File: config.mk
export PLATFORM = sky130hd
export DESIGN_NAME = cscic_top
export DESIGN_NICKNAME = d
export VERILOG_FILES = /design/src/hw/cscic_pkg.sv /design/src/hw/cscic_socket.sv /design/src/hw/cscic_top.sv
export SDC_FILE = /design/constraint.sdc
export NUM_CORES = 1
export LEC_CHECK = 0
export ABC_AREA = 1
export CORE_MARGIN = 2
export CORE_UTILIZATION = 30
export CTS_CLUSTER_DIAMETER = 50
export DETAILED_ROUTE_END_ITERATION = 10
export DONT_BUFFER_PORTS = 1
export SYNTH_ARGS = -nofsm -noshare
export SYNTH_HDL_FRONTEND = slang
export SYNTH_HIERARCHICAL = 1
export SYNTH_SLANG_ARGS = --single-unit
File: constraint.sdc
create_clock -name clk -period 3.4 [get_ports clk]
set_clock_uncertainty 0.15 [all_clocks]
set_input_delay 0.68 -clock clk [delete_from_list [all_inputs] [get_ports clk]]
set_output_delay 0.68 -clock clk [all_outputs]
set_load 0.1 [all_outputs]
File: src/hw/cscic_pkg.sv
package cscic_pkg;

    // Register offsets: socket base relative and legacy per-socket offsets.
    localparam logic [11:0] CSCIC_CFG_OFFSET = 12'h805;
    localparam logic [7:0] CSCIC_LEGACY_A_OFFSET = 8'h05;
    localparam logic [7:0] CSCIC_LEGACY_B_OFFSET = 8'h45;
    localparam logic [7:0] CSCIC_STATUS_A_OFFSET = 8'h04;
    localparam logic [7:0] CSCIC_STATUS_B_OFFSET = 8'h44;

    // Field positions inside the configuration register.
    localparam int CSCIC_ROUTE_LSB = 4;
    localparam int CSCIC_DETECT_BIT = 3;
    localparam int CSCIC_READY_BIT = 2;
    localparam int CSCIC_BATLOW_BIT = 1;
    localparam int CSCIC_BATDEAD_BIT = 0;

    // Reset values.
    localparam logic [7:0] CSCIC_CFG_RESET = 8'h00;
    localparam logic [3:0] CSCIC_STATUS_RESET = 4'h0;

    // Routing codes.
    localparam logic [3:0] CSCIC_ROUTE_NONE = 4'h0;
    localparam logic [3:0] CSCIC_ROUTE_SMI = 4'h2;

    // Register access request.
    typedef struct packed {
        logic rd;
        logic wr;
        logic [7:0] addr;
        logic [7:0] wdata;
    } cscic_req_type;

    // Card-side event inputs of one socket.
    typedef struct packed {
        logic card_detect_a;
        logic card_detect_b;
        logic ready;
        logic battery_low;
        logic battery_dead;
    } cscic_card_type;

endpackage

File: src/hw/cscic_socket.sv
`timescale 1ns/1ns
// One socket: enable bits, routing field and sticky change flags.
module cscic_socket (
    input wire logic clk,
    input wire logic rst_n,
    input wire logic ctx_rst,
    input wire logic cfg_wr,
    input wire logic [7:0] cfg_wdata,
    input wire logic stat_rd,
    input wire logic stat_wr,
    input wire logic [7:0] stat_wdata,
    input wire logic clear_by_write,
    input wire logic [3:0] events,
    output logic [7:0] cfg_q,
    output logic [3:0] stat_q
);

    logic [7:0] cfg_d;
    logic [3:0] stat_d;
    logic [3:0] en;
    logic [3:0] clr;

    // Next values: enables steer the sticky flags; set wins over clear.
    always_comb begin
        cfg_d = cfg_q;
        if (cfg_wr) begin
            cfg_d = cfg_wdata;
        end
        en = cfg_q[3:0];
        clr = 4'h0;
        if (clear_by_write && stat_wr) begin
            clr = stat_wdata[3:0];
        end else if (!clear_by_write && stat_rd) begin
            clr = 4'hF;
        end
        stat_d = ((stat_q & ~clr) | events) & en;
        // The context reset clears enables and flags but keeps the routing field.
        if (ctx_rst) begin
            cfg_d[3:0] = cscic_pkg::CSCIC_CFG_RESET[3:0];
            stat_d = cscic_pkg::CSCIC_STATUS_RESET;
        end
    end

    // Power-on reset clears the whole register; otherwise the next values load.
    always_ff @(posedge clk or negedge rst_n) begin
        if (!rst_n) begin
            cfg_q <= cscic_pkg::CSCIC_CFG_RESET;
            stat_q <= cscic_pkg::CSCIC_STATUS_RESET;
        end else begin
            cfg_q <= cfg_d;
            stat_q <= stat_d;
        end
    end

endmodule

File: src/hw/cscic_top.sv
`timescale 1ns/1ns
// How it works
// - Bits 7 to 4 pick the destination line for the combined change interrupt.
// - Code zero with the diagnostic route bit set sends changes to the bus interrupt.
// - Code zero with that bit clear drives no legacy line; bus path only if route bit is one.
// - Each nonzero code but 2 drives one legacy output; code 2 drives the management interrupt instead.
// - Bit 3 unmasks a change on either card detect line.
// - Bit 2 unmasks a rising edge on the card ready signal.
// - Bit 1 unmasks a rising edge on the battery low signal.
// - Bit 0 unmasks a rising edge on the battery dead signal.
// - The eight bit register reads and writes freely and resets to zero.
// - With power events on, only global reset clears the enables; else either reset.
// - Each of the two sockets has its own copy at legacy offsets 05h and 45h.
// - A masked source always reads as zero in the status register.
// - Pending flags clear by a read or by writing ones, as the clear mode bit says.
module cscic_top (
    input wire logic clk,
    input wire logic rst_n,
    input wire logic global_reset,
    input wire logic bus_reset,
    input wire logic power_mgmt_event,
    input wire logic diag_route_bit,
    input wire logic gen_route_bit,
    input wire logic clear_by_write,
    input wire cscic_pkg::cscic_req_type req,
    input wire cscic_pkg::cscic_card_type card_a,
    input wire cscic_pkg::cscic_card_type card_b,
    output logic [7:0] rdata_q,
    output logic [15:0] legacy_irq_q,
    output logic system_mgmt_irq_q,
    output logic bus_irq_q
);

    logic rst_s1_q;
    logic rst_s2_q;

    // Reset release through two flip-flops.
    always_ff @(posedge clk or negedge rst_n) begin
        if (!rst_n) begin
            rst_s1_q <= 1'b0;
            rst_s2_q <= 1'b0;
        end else begin
            rst_s1_q <= 1'b1;
            rst_s2_q <= rst_s1_q;
        end
    end

    ////////////////////////////////////////////////////////////////////////////////
    // Pin synchronisers: two flops per card pin, then a history flop for edges.
    localparam int NPIN = 10;
    logic [NPIN-1:0] pin_raw;
    logic [NPIN-1:0] pin_s1_q;
    logic [NPIN-1:0] pin_s2_q;
    logic [NPIN-1:0] pin_h_q;
    logic [NPIN-1:0] pin_s1_d;
    logic [NPIN-1:0] pin_s2_d;
    logic [NPIN-1:0] pin_h_d;
    logic [2:0] ctl_s1_q;
    logic [2:0] ctl_s2_q;

    assign pin_raw = {card_a, card_b};

    // Next values of the synchroniser chain.
    always_comb begin
        pin_s1_d = pin_raw;
        pin_s2_d = pin_s1_q;
        pin_h_d = pin_s2_q;
    end

    // Registers of the synchroniser chain.
    always_ff @(posedge clk or negedge rst_s2_q) begin
        if (!rst_s2_q) begin
            pin_s1_q <= '0;
            pin_s2_q <= '0;
            pin_h_q <= '0;
            ctl_s1_q <= 3'h0;
            ctl_s2_q <= 3'h0;
        end else begin
            pin_s1_q <= pin_s1_d;
            pin_s2_q <= pin_s2_d;
            pin_h_q <= pin_h_d;
            ctl_s1_q <= {global_reset, bus_reset, power_mgmt_event};
            ctl_s2_q <= ctl_s1_q;
        end
    end

    // Turns one socket's synchronised pins into event pulses.
    function automatic logic [3:0] events_of(input logic [4:0] now, input logic [4:0] was);
        logic [3:0] ev;
        ev[cscic_pkg::CSCIC_DETECT_BIT] = (now[4] ^ was[4]) | (now[3] ^ was[3]);
        ev[cscic_pkg::CSCIC_READY_BIT] = now[2] & ~was[2];
        ev[cscic_pkg::CSCIC_BATLOW_BIT] = now[1] & ~was[1];
        ev[cscic_pkg::CSCIC_BATDEAD_BIT] = now[0] & ~was[0];
        return ev;
    endfunction

    logic [3:0] ev_a;
    logic [3:0] ev_b;
    logic ctx_rst;

    // Global reset always clears context; bus reset only without power events.
    always_comb begin
        ev_a = events_of(pin_s2_q[9:5], pin_h_q[9:5]);
        ev_b = events_of(pin_s2_q[4:0], pin_h_q[4:0]);
        ctx_rst = ctl_s2_q[2] | (ctl_s2_q[1] & ~ctl_s2_q[0]);
    end

    ////////////////////////////////////////////////////////////////////////////////
    // Register decode for the two sockets.
    logic wr_cfg_a;
    logic wr_cfg_b;
    logic rd_st_a;
    logic rd_st_b;
    logic wr_st_a;
    logic wr_st_b;
    logic [7:0] cfg_a;
    logic [7:0] cfg_b;
    logic [3:0] st_a;
    logic [3:0] st_b;
    logic [7:0] rdata_d;

    // Address strobes per socket.
    always_comb begin
        wr_cfg_a = req.wr && req.addr == cscic_pkg::CSCIC_LEGACY_A_OFFSET;
        wr_cfg_b = req.wr && req.addr == cscic_pkg::CSCIC_LEGACY_B_OFFSET;
        rd_st_a = req.rd && req.addr == cscic_pkg::CSCIC_STATUS_A_OFFSET;
        rd_st_b = req.rd && req.addr == cscic_pkg::CSCIC_STATUS_B_OFFSET;
        wr_st_a = req.wr && req.addr == cscic_pkg::CSCIC_STATUS_A_OFFSET;
        wr_st_b = req.wr && req.addr == cscic_pkg::CSCIC_STATUS_B_OFFSET;
        rdata_d = 8'h00;
        if (req.addr == cscic_pkg::CSCIC_LEGACY_A_OFFSET) begin
            rdata_d = cfg_a;
        end else if (req.addr == cscic_pkg::CSCIC_LEGACY_B_OFFSET) begin
            rdata_d = cfg_b;
        end else if (req.addr == cscic_pkg::CSCIC_STATUS_A_OFFSET) begin
            rdata_d = {4'h0, st_a};
        end else if (req.addr == cscic_pkg::CSCIC_STATUS_B_OFFSET) begin
            rdata_d = {4'h0, st_b};
        end
    end

    cscic_socket u_sock_a (
        .clk(clk),
        .rst_n(rst_s2_q),
        .ctx_rst(ctx_rst),
        .cfg_wr(wr_cfg_a),
        .cfg_wdata(req.wdata),
        .stat_rd(rd_st_a),
        .stat_wr(wr_st_a),
        .stat_wdata(req.wdata),
        .clear_by_write(clear_by_write),
        .events(ev_a),
        .cfg_q(cfg_a),
        .stat_q(st_a)
    );

    cscic_socket u_sock_b (
        .clk(clk),
        .rst_n(rst_s2_q),
        .ctx_rst(ctx_rst),
        .cfg_wr(wr_cfg_b),
        .cfg_wdata(req.wdata),
        .stat_rd(rd_st_b),
        .stat_wr(wr_st_b),
        .stat_wdata(req.wdata),
        .clear_by_write(clear_by_write),
        .events(ev_b),
        .cfg_q(cfg_b),
        .stat_q(st_b)
    );

    ////////////////////////////////////////////////////////////////////////////////
    // Interrupt routing of both sockets onto the output lines.
    logic [15:0] legacy_d;
    logic smi_d;
    logic bus_d;

    // Decodes one socket's route code and request into line drives.
    function automatic logic [17:0] route_of(input logic [3:0] code, input logic pend,
                                             input logic diag, input logic gen);
        logic [17:0] r;
        r = 18'h00000;
        if (code == cscic_pkg::CSCIC_ROUTE_NONE) begin
            r[17] = pend & (diag | gen);
        end else if (code == cscic_pkg::CSCIC_ROUTE_SMI) begin
            r[16] = pend;
        end else begin
            r[code] = pend;
        end
        return r;
    endfunction

    // Combined request is the OR of the unmasked flags of each socket.
    always_comb begin
        logic [17:0] ra;
        logic [17:0] rb;
        ra = route_of(cfg_a[7:4], |st_a, diag_route_bit, gen_route_bit);
        rb = route_of(cfg_b[7:4], |st_b, diag_route_bit, gen_route_bit);
        legacy_d = ra[15:0] | rb[15:0];
        smi_d = ra[16] | rb[16];
        bus_d = ra[17] | rb[17];
    end

    // Output registers.
    always_ff @(posedge clk or negedge rst_s2_q) begin
        if (!rst_s2_q) begin
            rdata_q <= 8'h00;
            legacy_irq_q <= 16'h0000;
            system_mgmt_irq_q <= 1'b0;
            bus_irq_q <= 1'b0;
        end else begin
            rdata_q <= rdata_d;
            legacy_irq_q <= legacy_d;
            system_mgmt_irq_q <= smi_d;
            bus_irq_q <= bus_d;
        end
    end

endmodule

==> results.json <==
{
  "netlist_top_cells_count": "dfrtp_1 (88), nand3_1 (68), nand2_1 (51)",
  "peakVddDrop_mv": 0.337,
  "seqCellArea_um2": 2210,
  "grt_pass1_wl_um": 11200,
  "vias_per_cell": 4.63,
  "yosysTopAreaCell": "dfrtp_1",
  "overflow": 0,
  "grt_start_max_net_pins": 87,
  "first_pass_iters": 4,
  "syn_avg_cell_area_um2": 10.4,
  "hold_path_class": "flop to flop",
  "rows": 39,
  "critPathArrivalTime_ns": 1.26,
  "remaining_drc_errors": 0,
  "outcome": "complete, no violations",
  "end_kind": "output pin",
  "post_drt_wl_per_cell_um": 13.9,
  "start_kind": "flop",
  "cts_setup_buffers": 0,
  "power_density_nw_per_um2": 559,
  "area_growth_pct": 13.9,
  "synthTopCellsByArea": "dfrtp_1 (64%), nand3_1 (9.9%), nand2_1 (5.5%), inv_1 (3.9%), nor2_1 (2.6%)",
  "setup-violations-final": 0,
  "r2r-start": "rst_s2_q$_DFF_PN0_",
  "fin_crit_sh": 0.616,
  "hold_buffers": 1,
  "tightest_slew_ns": 1.08,
  "multi_input_area_um2": 1070,
  "wl_um": 6760,
  "grt_pass1_vias": 2243,
  "yosys_warnings": 6,
  "vias": 2255,
  "critical_path_class": "flop to output pin",
  "timing_hold_violations_final": 0,
  "cts_buffers": 9,
  "antenna_found_initial": 0,
  "yosys.area_share.adder": 0,
  "clk_latency_ns": 0.34,
  "cap_violations": 0,
  "synth.top_cell.area_share": 0.638,
  "p_leak_nw": 1.88,
  "dieArea_um2": 12400,
  "crit_path_max_fanout": 1,
  "async_reset_ff_frac": 1.00,
  "crit_required_ns": 2.57,
  "drive_gt1_frac": 0.140,
  "yosysMostFrequentCell": "dfrtp_1",
  "post-place-ws_ns": 1.04,
  "synth_flop_cell": "dfrtp_1",
  "dp.cells": 470,
  "ys_seq_area_frac": 0.638,
  "slew_headroom": 0.281,
  "r2r-end": "legacy_irq_q[12]$_DFF_PN0_",
  "clk_pin_slew_ns": 0.07,
  "diodes": 0,
  "r2r_slack_ns": 2.03,
  "netlist_area_um2": 3450,
  "stdcell_count": 487,
  "layout_setup_ws_ns": 1.31,
  "grt.total_usage": 0.116,
  "endpoint": "rdata_q[2]",
  "fin_nets": 375,
  "ctsRootBufferMaster": "clkbuf_16",
  "core_area_um2": 11300,
  "slew_viol_final": 0,
  "clockBufferDepth": 2,
  "gp_congestion": 0.873,
  "drt_iter0_markers": 113,
  "ioPinCount": 62,
  "fillCellCount": 1172,
  "synth_edf_count": 0,
  "cts_sinks": 88,
  "syn_inst": 331,
  "synth_compound_area_frac": 0.0602,
  "cts_resized": 0,
  "dieHeight_um": 111,
  "ant_nets": 0,
  "tns_ns": 0,
  "synth.distinct_cells": 21,
  "synth_mux_area_frac": 0,
  "period_minus_slack_ns": 2.09,
  "synth_top_family_by_area": "simple AND/OR/NAND/NOR gates",
  "path_depth": 0,
  "synth-seq-cells": 88,
  "start_util": 0.305,
  "htree_levels": 3,
  "crit_path_start": "rdata_q[2]$_DFF_PN0_",
  "rsz0062_at_grt": "no",
  "die_w_um": 111,
  "cts_tree": "done",
  "rr_worst_depth": 0,
  "synth-simple-area-share": 0.236,
  "io_buffer_count": 0,
  "clock.fmax_mhz": 478,
  "dp_hpwl_um": 4920,
  "synthXorXnorAreaFrac": 0.0102
}
[cell type report]
cell class,instances,area share
Tap cell,143,0.0455
Sequential cell,88,0.561
Clock inverter,6,0.0191
Inverter,41,0.0392
Multi-Input combinational cell,198,0.272
Clock buffer,10,0.0608
Timing Repair Buffer,1,0.00255
[report_power, final]
| part | switching (mW) | internal (mW) | leakage, nW |
|---|---|---|---|
| clock network | 0.421 | 0.599 | 0.151 |
| logic | 0.0410 | 0.0178 | 0.593 |
| registers | 0.0420 | 1.08 | 1.13 |
| total | 0.504 | 1.69 | 1.88 |
[kinds of logic after synthesis]
family	Yosys count
flops	88
buf+inv	46
xor+xnor	4
other cells	2
compound gates	29
simple gates	162
[worst min-delay path by stage]
stage	start	endpoint	slack, ns	cells after the start
2_1_floorplan	ctl_s1_q[0]$_DFF_PN0_	ctl_s2_q[0]$_DFF_PN0_	0.18	0
3_3_place_gp	pin_s1_q[1]$_DFF_PN0_	pin_h_d[1]$_DFF_PN0_	0.18	0
3_5_place_dp	pin_s1_q[3]$_DFF_PN0_	pin_h_d[3]$_DFF_PN0_	0.18	0
4_1_cts	pin_s1_q[8]$_DFF_PN0_	pin_h_d[8]$_DFF_PN0_	0.20	0
5_1_grt	card_b[1]	pin_s1_q[1]$_DFF_PN0_	0.20	0
6_report	pin_s1_q[8]$_DFF_PN0_	pin_h_d[8]$_DFF_PN0_	0.20	0
[through the flow]
step	instance area [um2]	hold WS, ns	util	total power [mW]
final	3930	0.197	0.347	2.20
after global routing	3930	0.197	0.347	2.28
after CTS	3930	0.199	0.347	2.24
after detailed placement	3610	0.185	0.319	1.20
after global placement	3610	0.184	0.319	1.19
after floorplan	3450	0.181	-	1.18
[registers in the layout, summed over array words and instances, names as in the netlist, 3 cells and up]
signal / cells
pin_h_d: 10
u_sock_b/stat_q: 4
pin_s1_q: 10
ctl_s2_q: 3
pin_h_q: 10
legacy_irq_q: 16
rdata_q: 8
u_sock_a/cfg_q: 8
u_sock_a/stat_q: 4
u_sock_b/cfg_q: 8
ctl_s1_q: 3
[cells in the final DEF, fill, tap and decap left out]
cell type	count
a21oi_1	1
a21oi_2	8
bufinv_16	1
clkbuf_16	9
clkbuf_8	1
clkinv_4	2
clkinvlp_4	1
conb_1	3
dfrtp_1	87
dfrtp_4	1
dlygate4sd3_1	1
inv_1	36
inv_2	5
inv_6	1
inv_8	1
nand2_1	51
nand2_2	3
nand2_4	7
nand3_1	68
nand4_1	5
nor2_1	24
nor2_4	2
nor2_8	2
o21ai_0	14
o21ai_1	1
o21bai_1	1
o22ai_2	4
xnor2_1	4
[routing by layer]
layer / share of wire / global-route usage / vias up / wire length (um)
met5: 0 / 0 / - / 0
met4: 0.027 / 0.0510 / 0 / 180
met3: 0.060 / 0.0399 / 17 / 408
met2: 0.46 / 0.174 / 73 / 3120
met1: 0.45 / 0.152 / 1082 / 3050
li1: - / - / 1083 / -
No activity file was read; power rests on OpenSTA's default activity.
